### config.mk
export PLATFORM = sky130hd
export DESIGN_NAME = tplink_core
export DESIGN_NICKNAME = d
export VERILOG_FILES = /design/src/verilog/tplink_core.v
export VERILOG_INCLUDE_DIRS = /design/src /design/src/verilog
export SDC_FILE = /design/constraint.sdc
export NUM_CORES = 1
export LEC_CHECK = 0
export BUFFER_PORTS_ARGS = -buffer_cell sky130_fd_sc_hd__buf_2
export CORE_MARGIN = 4
export CORE_UTILIZATION = 64
export CTS_CLUSTER_SIZE = 30
export DETAILED_ROUTE_END_ITERATION = 12
export PLACE_DENSITY = 0.91
export SLEW_MARGIN = 20
export SYNTH_ARGS = -nofsm -noshare
export SYNTH_HDL_FRONTEND = slang
export SYNTH_SLANG_ARGS = --single-unit
### constraint.sdc
create_clock -name mclk_i -period 8.73 [get_ports mclk_i]
set_input_delay 0 -clock mclk_i [delete_from_list [all_inputs] [get_ports mclk_i]]
set_output_delay 0 -clock mclk_i [all_outputs]
set_load 0.02 [all_outputs]
### src/verilog/tplink_regs.vh
// timing constants for the twisted-pair link, pulse and led block
`ifndef TPLINK_REGS_VH
`define TPLINK_REGS_VH
`define TPL_CLK_MHZ        250
`define TPL_LTP_IVL_US     16000
`define TPL_LTP_W_NS       100
`define TPL_LTP_HALF_NS    50
`define TPL_RX_MIN_US      4000
`define TPL_RX_MAX_US      65000
`define TPL_HALF_BIT_NS    50
`define TPL_EOP0_NS        250
`define TPL_EOP1_NS        300
`define TPL_PREDIST_NS     50
`define TPL_LED_MS         128
`define TPL_LOOP_SETUP_NS  100
`endif

### src/verilog/tplink_core.v
// twisted-pair link pulse, manchester shaping and led stretch logic
//
// Notes on behaviour
// - idle link pulse every 16 ms
// - pulse 100 ns primary, 50 ns delayed
// - valid rx pulse spacing 4 to 65 ms
// - manchester half-bit cells of 50 ns
// - end-of-packet hold 250 or 300 ns
// - during frames, delayed outputs repeat primary after 50 ns
// - activity leds stretched for 128 ms
`timescale 1ns/1ps
`include "tplink_regs.vh"
module tplink_core #(
  parameter LTP_IVL   = `TPL_LTP_IVL_US * `TPL_CLK_MHZ,  // link pulse period
  parameter RX_MIN    = `TPL_RX_MIN_US * `TPL_CLK_MHZ,   // least rx spacing
  parameter RX_MAX    = `TPL_RX_MAX_US * `TPL_CLK_MHZ,   // longest rx spacing
  parameter LED_HOLD  = `TPL_LED_MS * 1000 * `TPL_CLK_MHZ // led stretch
) (
  input  wire mclk_i,               // device clock 250 MHz
  input  wire reset_i,              // async reset, active high
  input  wire clk_en_i,             // freezes all state when low
  input  wire tx_en_i,              // mac frame transmit active
  input  wire tx_data_i,            // nrz bit, taken at bit start
  output wire tx_bit_req_o,         // pulse: next bit taken
  input  wire rx_pulse_i,           // link pulse seen on line (async)
  input  wire rx_packet_i,          // packet carrier on line (async)
  input  wire col_i,                // collision seen (async)
  input  wire loopback_control_bit, // external loopback select
  output reg  tp_pos_primary_out,   // positive primary drive
  output reg  tp_neg_primary_out,   // negative primary drive
  output reg  tp_pos_delayed_out,   // positive predistort drive
  output reg  tp_neg_delayed_out,   // negative predistort drive
  output reg  link_ok_o,            // link pass indication
  output reg  loopback_o,           // loopback latched for frame
  output reg  led_tx_o,             // transmit led
  output reg  led_rx_o,             // receive led
  output reg  led_col_o             // collision led
);
  // cycle counts derived from times
  localparam HALF_CYC = (`TPL_HALF_BIT_NS * `TPL_CLK_MHZ + 999) / 1000;
  localparam LTPW_CYC = (`TPL_LTP_W_NS * `TPL_CLK_MHZ + 999) / 1000;
  localparam DLY_CYC  = (`TPL_PREDIST_NS * `TPL_CLK_MHZ + 999) / 1000;
  localparam EOP0_CYC = (`TPL_EOP0_NS * `TPL_CLK_MHZ + 999) / 1000;
  localparam EOP1_CYC = (`TPL_EOP1_NS * `TPL_CLK_MHZ + 999) / 1000;
  localparam LTPH_CYC = (`TPL_LTP_HALF_NS * `TPL_CLK_MHZ + 999) / 1000;
  // one-hot transmit states
  localparam S_IDLE = 4'b0001;
  localparam S_DATA = 4'b0010;
  localparam S_EOP  = 4'b0100;
  localparam S_LTP  = 4'b1000;

  reg  [3:0]  state;        // transmit state
  reg  [31:0] tcnt;         // cell or hold counter
  reg  [31:0] ltp_cnt;      // idle interval counter
  reg         half;         // second half of bit cell
  reg         bit_q;        // current data bit
  reg         pos_a;        // primary positive, undelayed
  reg         neg_a;        // primary negative, undelayed
  reg  [15:0] dpos;         // delay line positive
  reg  [15:0] dneg;         // delay line negative
  reg  [15:0] dltp;         // link pulse marks, aligned with dpos
  reg  [2:0]  rxp_s;        // pulse synchroniser and edge
  reg  [1:0]  rxk_s;        // packet synchroniser
  reg  [1:0]  col_s;        // collision synchroniser
  reg  [31:0] rx_cnt;       // time since last rx pulse
  reg  [31:0] led_tx_cnt;   // tx led stretch count
  reg  [31:0] led_rx_cnt;   // rx led stretch count
  reg  [31:0] led_col_cnt;  // col led stretch count

  assign tx_bit_req_o = clk_en_i & (state == S_DATA) & half &
                        (tcnt == HALF_CYC - 1) & tx_en_i;

  // transmit shaping machine
  always @(posedge mclk_i or posedge reset_i) begin
    if (reset_i) begin
      state   <= S_IDLE;
      tcnt    <= 32'h0000_0000;
      ltp_cnt <= 32'h0000_0000;
      half    <= 1'b0;
      bit_q   <= 1'b0;
      pos_a   <= 1'b0;
      neg_a   <= 1'b0;
      loopback_o <= 1'b0;
    end else if (clk_en_i) begin
      case (state)
        S_IDLE: begin
          pos_a <= 1'b0;
          neg_a <= 1'b0;
          if (tx_en_i) begin             // frame start, first cell
            state <= S_DATA;
            bit_q <= tx_data_i;
            half  <= 1'b0;
            tcnt  <= 32'h0000_0000;
            loopback_o <= loopback_control_bit;
            pos_a <= ~tx_data_i;
            neg_a <= tx_data_i;
          end else if (ltp_cnt >= LTP_IVL - 1) begin
            state   <= S_LTP;
            ltp_cnt <= 32'h0000_0000;
            tcnt    <= 32'h0000_0000;
            pos_a   <= 1'b1;
          end else begin
            ltp_cnt <= ltp_cnt + 32'h0000_0001;
          end
        end
        S_DATA: begin
          if (tcnt == HALF_CYC - 1) begin
            tcnt <= 32'h0000_0000;
            if (!half) begin
              half  <= 1'b1;
              pos_a <= bit_q;
              neg_a <= ~bit_q;
            end else if (tx_en_i) begin
              half  <= 1'b0;
              bit_q <= tx_data_i;
              pos_a <= ~tx_data_i;
              neg_a <= tx_data_i;
            end else begin
              state <= S_EOP;             // hold last level
            end
          end else begin
            tcnt <= tcnt + 32'h0000_0001;
          end
        end
        S_EOP: begin
          if (tcnt >= (bit_q ? EOP1_CYC : EOP0_CYC) - 1) begin
            state   <= S_IDLE;
            pos_a   <= 1'b0;
            neg_a   <= 1'b0;
            tcnt    <= 32'h0000_0000;
            ltp_cnt <= 32'h0000_0000;
          end else begin
            tcnt <= tcnt + 32'h0000_0001;
          end
        end
        S_LTP: begin
          // interval keeps running through the pulse
          ltp_cnt <= ltp_cnt + 32'h0000_0001;
          if (tcnt >= LTPW_CYC - 1) begin
            state <= S_IDLE;
            pos_a <= 1'b0;
            tcnt  <= 32'h0000_0000;
          end else begin
            tcnt <= tcnt + 32'h0000_0001;
          end
        end
        default: state <= S_IDLE;
      endcase
    end
  end

  // primary registers and predistortion delay lines
  always @(posedge mclk_i or posedge reset_i) begin
    if (reset_i) begin
      dpos <= 16'h0000;
      dneg <= 16'h0000;
      dltp <= 16'h0000;
      tp_pos_primary_out <= 1'b0;
      tp_neg_primary_out <= 1'b0;
      tp_pos_delayed_out <= 1'b0;
      tp_neg_delayed_out <= 1'b0;
    end else if (clk_en_i) begin
      dpos <= {dpos[14:0], pos_a};
      dneg <= {dneg[14:0], neg_a};
      dltp <= {dltp[14:0], (state == S_LTP)};
      tp_pos_primary_out <= pos_a;
      tp_neg_primary_out <= neg_a;
      if (state == S_LTP) begin
        // link pulse: delayed pair fires for the last half only
        tp_pos_delayed_out <= (tcnt >= LTPH_CYC);
        tp_neg_delayed_out <= (tcnt >= LTPH_CYC);
      end else if (dltp[DLY_CYC-1]) begin
        // link pulse tail in the delay line is not repeated
        tp_pos_delayed_out <= 1'b0;
        tp_neg_delayed_out <= 1'b0;
      end else begin
        tp_pos_delayed_out <= dpos[DLY_CYC-1];
        tp_neg_delayed_out <= dneg[DLY_CYC-1];
      end
    end
  end

  // receive link integrity
  always @(posedge mclk_i or posedge reset_i) begin
    if (reset_i) begin
      rxp_s     <= 3'b000;
      rxk_s     <= 2'b00;
      col_s     <= 2'b00;
      rx_cnt    <= RX_MAX - 1;          // no earlier pulse to time from
      link_ok_o <= 1'b0;
    end else if (clk_en_i) begin
      rxp_s <= {rxp_s[1:0], rx_pulse_i};
      rxk_s <= {rxk_s[0], rx_packet_i};
      col_s <= {col_s[0], col_i};
      if (rxk_s[1]) begin
        rx_cnt    <= 32'h0000_0000;     // packet keeps link up
        link_ok_o <= 1'b1;
      end else if (rxp_s[1] & ~rxp_s[2]) begin
        rx_cnt <= 32'h0000_0000;
        if (rx_cnt >= RX_MIN - 1 && rx_cnt < RX_MAX - 1)
          link_ok_o <= 1'b1;
      end else if (rx_cnt >= RX_MAX - 1) begin
        link_ok_o <= 1'b0;
      end else begin
        rx_cnt <= rx_cnt + 32'h0000_0001;
      end
    end
  end

  // led stretchers
  always @(posedge mclk_i or posedge reset_i) begin
    if (reset_i) begin
      led_tx_cnt  <= 32'h0000_0000;
      led_rx_cnt  <= 32'h0000_0000;
      led_col_cnt <= 32'h0000_0000;
      led_tx_o    <= 1'b0;
      led_rx_o    <= 1'b0;
      led_col_o   <= 1'b0;
    end else if (clk_en_i) begin
      led_tx_cnt  <= (state == S_DATA) ? LED_HOLD :
                     (led_tx_cnt != 0) ? led_tx_cnt - 1 : 0;
      led_rx_cnt  <= rxk_s[1] ? LED_HOLD :
                     (led_rx_cnt != 0) ? led_rx_cnt - 1 : 0;
      led_col_cnt <= col_s[1] ? LED_HOLD :
                     (led_col_cnt != 0) ? led_col_cnt - 1 : 0;
      led_tx_o    <= (led_tx_cnt != 0);
      led_rx_o    <= (led_rx_cnt != 0);
      led_col_o   <= (led_col_cnt != 0);
    end
  end
endmodule // tplink_core

==> results of run 1 <==
[cells in the mapped netlist, types with 5 or more instances]
library cell and count:
sky130_fd_sc_hd__clkbuf_1 64, sky130_fd_sc_hd__o311ai_0 7, sky130_fd_sc_hd__o41ai_1 6, sky130_fd_sc_hd__a21o_1 16, sky130_fd_sc_hd__mux2_2 52, sky130_fd_sc_hd__and4_1 10
sky130_fd_sc_hd__nor4_1 44, sky130_fd_sc_hd__o211ai_1 20, sky130_fd_sc_hd__nor2b_1 14, sky130_fd_sc_hd__nand2_1 153, sky130_fd_sc_hd__a21oi_1 50, sky130_fd_sc_hd__nor2_1 127
sky130_fd_sc_hd__inv_1 43, sky130_fd_sc_hd__dfstp_2 18, sky130_fd_sc_hd__and3_1 24, sky130_fd_sc_hd__o2bb2ai_1 9, sky130_fd_sc_hd__buf_2 10, sky130_fd_sc_hd__nand2b_1 8
sky130_fd_sc_hd__xnor2_1 9, sky130_fd_sc_hd__nand3_1 81, sky130_fd_sc_hd__and2_1 7, sky130_fd_sc_hd__xor2_1 22, sky130_fd_sc_hd__or4_1 15, sky130_fd_sc_hd__a32o_1 8
sky130_fd_sc_hd__nand4_1 39, sky130_fd_sc_hd__nor3_1 75, sky130_fd_sc_hd__a22o_1 35, sky130_fd_sc_hd__or3_1 13, sky130_fd_sc_hd__dfrtp_1 235, sky130_fd_sc_hd__o31ai_1 13
sky130_fd_sc_hd__o221ai_1 5, sky130_fd_sc_hd__ha_1 17, sky130_fd_sc_hd__o22ai_1 8, sky130_fd_sc_hd__o21ai_1 5, sky130_fd_sc_hd__o21ai_0 147, sky130_fd_sc_hd__buf_1 6
sky130_fd_sc_hd__a31oi_1 16
[metal layers]
| layer | vias to the layer above | wire, um |
|---|---|---|
| li1 | 5521 | - |
| met1 | 5825 | 13300 |
| met2 | 515 | 15500 |
| met3 | 100 | 2170 |
| met4 | 0 | 842 |
| met5 | - | 0 |
[final cells by class]
cell class | instances | area share
multi-input cells | 1118 | 0.460
flip-flops and latches | 253 | 0.430
clock buffers | 38 | 0.0505
well taps | 275 | 0.0233
repair buffers | 39 | 0.0184
inverters | 43 | 0.0114
clock inverters | 11 | 0.00694
[critical path, cell delays in order, from the launching register on]
cell                      delay (ns)
sky130_fd_sc_hd__dfrtp_1        0.47
sky130_fd_sc_hd__nor4_1         0.67
sky130_fd_sc_hd__or4bb_1        0.66
sky130_fd_sc_hd__o31ai_4        0.84
sky130_fd_sc_hd__nor2_1         0.52
sky130_fd_sc_hd__a32o_1         0.40
[power groups by stage]
stage               combinational, W  sequential [W]  clock [W]
floorplan                   0.000779         0.00159          0
global placement            0.000938         0.00165          0
detailed placement          0.000984         0.00167          0
CTS                          0.00100         0.00166    0.00111
global route                 0.00113         0.00170    0.00117
finish                       0.00101         0.00167    0.00110
[cell usage in the layout, fill, tap and decap left out, drive strengths merged, types with 9 or more instances in the layout]
cell / Yosys / final
inv: 43 / 44
and4: 10 / 10
xnor2: 9 / 9
buf: 19 / 32
nand4: 39 / 39
nor2b: 14 / 14
dfrtp: 235 / 235
a21oi: 50 / 50
ha: 17 / 17
or3: 14 / 14
nand2: 153 / 153
nor3: 76 / 76
clkbuf: 65 / 38
mux2: 52 / 52
a21o: 16 / 16
dfstp: 18 / 18
nor2: 127 / 127
and3: 24 / 24
o2bb2ai: 9 / 9
o31ai: 15 / 15
a22o: 35 / 35
or4: 18 / 18
nor4: 47 / 47
o211ai: 20 / 20
a31oi: 16 / 16
nand3: 81 / 81
o21ai: 152 / 152
xor2: 22 / 22
[per-stage QoR]
step                cell area (sq um)  worst slack [ns]  hold slack (ns)  total power [W]
global route                    14800              4.77            0.151          0.00401
detailed placement              13900              4.97            0.186          0.00265
finish                          14800              5.04            0.117          0.00379
CTS                             14800              5.09           0.0968          0.00378
global placement                13900              5.09            0.175          0.00259
floorplan                       13700              1.80            0.152          0.00237
[worst paths after layout]
check	startpoint	endpoint	slack [ns]
worst min-delay path	clk_en_i	col_s[1]	0.12
min in group asynchronous	reset_i	rx_cnt[9]	0.15
worst max register to register	led_tx_cnt[24]	led_tx_cnt[9]	5.04
worst min register to register	led_rx_cnt[19]	led_rx_cnt[19]	0.47
max in group asynchronous	reset_i	tcnt[25]	7.25
worst max-delay path	led_tx_cnt[24]	led_tx_cnt[9]	5.04
[flip-flops by register name, indices dropped and copies added, names as in the netlist, 4 cells and up]
| name | cells |
|---|---|
| dltp | 13 |
| dneg | 13 |
| dpos | 13 |
| led_col_cnt | 32 |
| led_rx_cnt | 32 |
| led_tx_cnt | 32 |
| ltp_cnt | 32 |
| rx_cnt | 32 |
| state | 4 |
| tcnt | 32 |
[kinds of logic after synthesis]
logic type                 after synthesis  synth area share
xor gates and xnor gates                31            0.0199
DFF                                    253             0.465
adders and majority gates               17            0.0156
AOI/OAI and AO/OA                      377             0.181
muxes                                   56            0.0458
buffers and inverters                  127            0.0379
and+or+nand+nor                        637             0.235
[repair_timing]
| action | CTS | global route |
|---|---|---|
| hold buffers | 7 | 0 |
| resized for setup | 0 | 0 |
| endpoints found under the hold margin | 97 | 0 |
==> results.txt, run 1 <==
----------------------------------------------------
[Clock network]
  Clock sink count ... 253
  Buffer depth of the longest clock path ... 3
  Clock transition at the registers of the reported paths ... 0.06 ns
  Num CTS Buffers ... 27
  CTS tree ... done
  Post-CTS setup repair buffer count ... 0
  H-tree Lvls ... 1
  Clk root buf ... sky130_fd_sc_hd__clkbuf_16
  Clock latency reported for the late side of the worst-skew pair ... 0.55 ns

[Timing]
  Total negative slack ... 0 ns
  Final setup violation count ... 0
  Maximum frequency from static timing analysis ... 271 MHz
  Final worst path period share ... 0.422
  Post-layout minimum cycle time ... 3.69 ns
  Final hold vios ... 0
  Max Transition Viols Final ... 0
  Unrepaired setup endpoints after global routing ... no
  Worst slew margin relative to its limit ... 0.257
  Max Clock Skew ... 0.0156 ns
  Pin slew with the least headroom to its limit ... 1.11 ns

[Logic synthesis]
  Count of cell types in the netlist ... 74
  Post-Syn Area ... 0.0137 sq mm
  Number of flops mapped to enable cells by yosys ... 0
  Proportion of netlist area held by the largest area contributor ... 0.430
  Count of yosys warnings during synthesis ... 0
  Sequential cell area fraction in the yosys report ... 0.465
  Post-synth top flop ... sky130_fd_sc_hd__dfrtp_1
  Synth async-reset ratio ... 1.00
  Net Count, Synth ... 1,524
  Cells after synthesis ... 1,498
  Yosys top cell by area ... sky130_fd_sc_hd__dfrtp_1
  Ranking of synthesized cells by area ... sky130_fd_sc_hd__dfrtp_1 (43%), sky130_fd_sc_hd__o21ai_0 (5.4%), sky130_fd_sc_hd__mux2_2 (4.3%)
  Count of state elements after synthesis ... 253
  Average cell area after synthesis ... 9.12 sq um

[Layout]
  Net total in the final layout ... 1,508
  Footprint of the flip-flops and latches ... 0.00635 sq mm
  Non-filler instance count after layout ... 1,777
  Proportion of layout cells with a drive suffix above 1 ... 0.112
  Area growth from synthesis to layout ... 8.26%
  Layout filler cell count ... 1,447
  Multi-input gate area in the final layout ... 0.00680 sq mm
  Ant. Diodes ... 0
  Util after Layout ... 0.704

[Critical path]
  Type of element launching the critical path ... flop
  Required time reported for the critical path endpoint ... 9.16 ns
  CP max FO ... 27
  Critical path arrival ... 4.12 ns
  Type of the worst setup path ... reg -> reg
  Number of cells on the worst reg-to-reg path ... 5
  Crit. End Element ... flop

[Detailed routing]
  DRC marker count from the first detailed-route iteration ... 1,297
  Routed wire length ... 31,800 um
  Drt first pass iters ... 5
  Routed wirelength normalized by instance count ... 17.9 um
  Detail Route Antenna Nets ... 0
  DRC viols ... 0
  Post-detailed-route via-to-cell ratio ... 6.73
  Vias after detailed routing ... 12,000

[Power and ir drop]
  Design internal power ... 0.00242 W
  Relative contribution of combinational cells to total power ... 0.268
  Cell area power density ... 256 mW/mm^2
  Switching Fraction ... 0.361
  Proportion of power drawn by the clock network ... 0.292
  Maximum VDD drop ... 0.240 mV
  Switching power ... 0.00137 W
  Leakage dissipation ... 6.09 nW
  Sequential Power Share ... 0.440

[Global routing]
  Met3 layer usage reported by global route ... 0.0349
  First-pass GRT wire length ... 54,600 um
  Number of antenna violations at the first check in global routing ... 0
  Number of global-route vias before repair ... 11,400
  Most Used Layer, Global Route ... met2
  GR Util met2 ... 0.427
  Aggregate global routing overflow ... 0
  Largest net degree at the start of global routing ... 107
  Met1 layer usage reported by global route ... 0.375
  Overall fraction of global-route tracks in use ... 0.264

[Hold path]
  Hold Path Depth ... 3
  HP Class ... in -> reg

[Floorplanning]
  Area enclosed by the die boundary ... 0.0237 sq mm
  Die height ... 154 um
  Top-level I/O count ... 19
  Die X-Extent ... 154 um
  Placeable core region ... 0.0210 sq mm
  Initial Util ... 0.650
  Placement row count ... 53

[Placed design]
  IO Port Bufs ... 18
  Final weighted congestion in routability-driven placement ... 0.900
  Detailed placement HPWL ... 19,300 um
  Cell Count Post-Placement ... 1,721

[Run status]
  Outcome ... finished, final reports clean

[Flow run]
  Number of max-capacitance violations reported ... 0

----------------------------------------------------
(Power assumes the default switching activity.)
==> run 2: changes to the inputs <==
--- a/config.mk
+++ b/config.mk
@@ -8,10 +8,10 @@
 export LEC_CHECK = 0
 export BUFFER_PORTS_ARGS = -buffer_cell sky130_fd_sc_hd__buf_2
 export CORE_MARGIN = 4
-export CORE_UTILIZATION = 64
+export CORE_UTILIZATION = 58
 export CTS_CLUSTER_SIZE = 30
 export DETAILED_ROUTE_END_ITERATION = 12
-export PLACE_DENSITY = 0.91
+export PLACE_DENSITY = 0.87
 export SLEW_MARGIN = 20
 export SYNTH_ARGS = -nofsm -noshare
 export SYNTH_HDL_FRONTEND = slang
==> constraint.sdc (replaced) <==
create_clock -name mclk_i -period 3.1 [get_ports mclk_i]
set_input_delay 0 -clock mclk_i [delete_from_list [all_inputs] [get_ports mclk_i]]
set_output_delay 0 -clock mclk_i [all_outputs]
set_load 0.02 [all_outputs]
==> run 2 against run 1 <==
Core utilization down 4.2 points; via count down 1.8%; clock power rose to 3.0 times the previous value; critical endpoint is now link_ok_o.
==> results.txt, run 2 (same netlist as run 1, synthesis figures left out) <==
----------------------------------------------------
[Clock network]
  CTS tree ... done
  Clock latency reported for the late side of the worst-skew pair ... 0.53 ns
  Clock sink count ... 253
  H-tree Lvls ... 1
  Post-CTS setup repair buffer count ... 0
  Num CTS Buffers ... 25
  Clk root buf ... sky130_fd_sc_hd__clkbuf_16
  Buffer depth of the longest clock path ... 3
  Clock transition at the registers of the reported paths ... 0.07 ns

[Timing]
  Pin slew with the least headroom to its limit ... 1.11 ns
  Post-layout minimum cycle time ... 2.75 ns
  Final setup violation count ... 0
  Final worst path period share ... 0.887
  Worst slew margin relative to its limit ... 0.258
  Final hold vios ... 0
  Unrepaired setup endpoints after global routing ... no
  Max Transition Viols Final ... 0
  Maximum frequency from static timing analysis ... 364 MHz
  Max Clock Skew ... 0.0120 ns

[Flow run]
  Number of max-capacitance violations reported ... 0

[Placed design]
  Final weighted congestion in routability-driven placement ... 0.867
  Detailed placement HPWL ... 20,100 um
  IO Port Bufs ... 18

[Detailed routing]
  DRC viols ... 0
  Routed wire length ... 30,900 um
  Post-detailed-route via-to-cell ratio ... 6.38
  Routed wirelength normalized by instance count ... 16.8 um
  Vias after detailed routing ... 11,700
  Drt first pass iters ... 6
  Detail Route Antenna Nets ... 0
  DRC marker count from the first detailed-route iteration ... 900

[Layout]
  Multi-input gate area in the final layout ... 0.00680 sq mm
  Most common cell after layout, fill and taps aside ... sky130_fd_sc_hd__dfrtp_1
  Area growth from synthesis to layout ... 10.9%
  Layout filler cell count ... 1,682
  Footprint of the flip-flops and latches ... 0.00635 sq mm
  Net total in the final layout ... 1,538
  Ant. Diodes ... 0
  Most frequent cells in the layout ... sky130_fd_sc_hd__dfrtp_1 (235), sky130_fd_sc_hd__nand2_1 (153), sky130_fd_sc_hd__o21ai_0 (147)
  Util after Layout ... 0.661
  Proportion of layout cells with a drive suffix above 1 ... 0.128

[Run status]
  Outcome ... finished, final reports clean

[Global routing]
  Largest net degree at the start of global routing ... 89
  Aggregate global routing overflow ... 0
  Number of antenna violations at the first check in global routing ... 0
  Overall fraction of global-route tracks in use ... 0.234
  Number of global-route vias before repair ... 11,100
  First-pass GRT wire length ... 53,000 um

[Critical path]
  Startpoint of the most critical register-to-register path ... rx_cnt[17]
  Critical path startpoint ... rx_cnt[17]
  Required time reported for the critical path endpoint ... 3.50 ns
  Type of element launching the critical path ... flop
  CP max FO ... 22
  Critical path arrival ... 3.15 ns
  Type of the worst setup path ... reg -> reg
  Crit. End Element ... flop

[Hold path]
  HP Class ... in -> async

[Power and ir drop]
  Total power ... 0.0109 W
  Maximum VDD drop ... 0.597 mV
  Cell area power density ... 720 mW/mm^2
  Leakage dissipation ... 6.28 nW

[Floorplanning]
  Top-level I/O count ... 19
  Die height ... 161 um
  Placement row count ... 55
  Placeable core region ... 0.0229 sq mm
  Initial Util ... 0.596
  Area enclosed by the die boundary ... 0.0261 sq mm
  Die X-Extent ... 161 um

----------------------------------------------------
-- run 2: critical path, stage by stage, from the launching register on --
cell,delay [ns]
sky130_fd_sc_hd__dfstp_2,0.55
sky130_fd_sc_hd__nand3_1,0.12
sky130_fd_sc_hd__or4b_2,0.66
sky130_fd_sc_hd__a2111o_1,0.67
sky130_fd_sc_hd__and2_1,0.31
sky130_fd_sc_hd__o31ai_1,0.20
sky130_fd_sc_hd__o211ai_1,0.11
-- run 2: report_power, final --
part	switching (W)	internal (W)	leakage (nW)	total, W
logic	0.00179	0.00116	2.65	0.00294
registers	0.000707	0.00397	3.19	0.00467
clock network	0.00130	0.00199	0.432	0.00329
total	0.00379	0.00712	6.28	0.0109
-- run 2: cell type report --
| class | count | area share |
|---|---|---|
| Multi-Input combinational cell | 1118 | 0.449 |
| Sequential cell | 253 | 0.419 |
| Clock buffer | 32 | 0.0457 |
| Timing Repair Buffer | 71 | 0.0365 |
| Tap cell | 313 | 0.0259 |
| Clock inverter | 12 | 0.0130 |
| Inverter | 43 | 0.0109 |
-- run 2: repair_timing --
item,in CTS,in global routing
endpoints found under the hold margin,51,0
hold buffers,10,0
resized for setup,0,1
endpoints found under the setup margin,0,1
-- run 2: worst paths after layout --
kind / to / slack (ns) / depth (start not counted)
max in group asynchronous: rx_cnt[7] / 2.01 / 4
max reg2reg: link_ok_o / 0.35 / 6
min reg2reg: led_rx_cnt[19] / 0.48 / 2
min: tcnt[31] / 0.22 / 3
max: link_ok_o / 0.35 / 6
min in group mclk_i: col_s[0] / 0.23 / 3
-- run 2: stage by stage --
stage	std cells	TNS, ns	area [sq um]	worst slack [ns]	hold WS, ns
final	1842	0	15100	0.350	0.223
after CTS	1842	0	15100	0.278	0.221
after detailed placement	1788	0	14200	0.300	0.235
after global placement	1788	0	14200	0.422	0.233
after floorplan	1498	-50.52	13700	-0.215	0.152
after global routing	1842	0	15100	0.141	0.256
-- run 2: layer usage --
layer  up-vias  share of wire  GRT usage
li1       5581              -          -
met1      5711           0.44      0.324
met2       394           0.48      0.391
met3        58          0.059     0.0319
met4         0          0.021     0.0675
met5         -              0          0
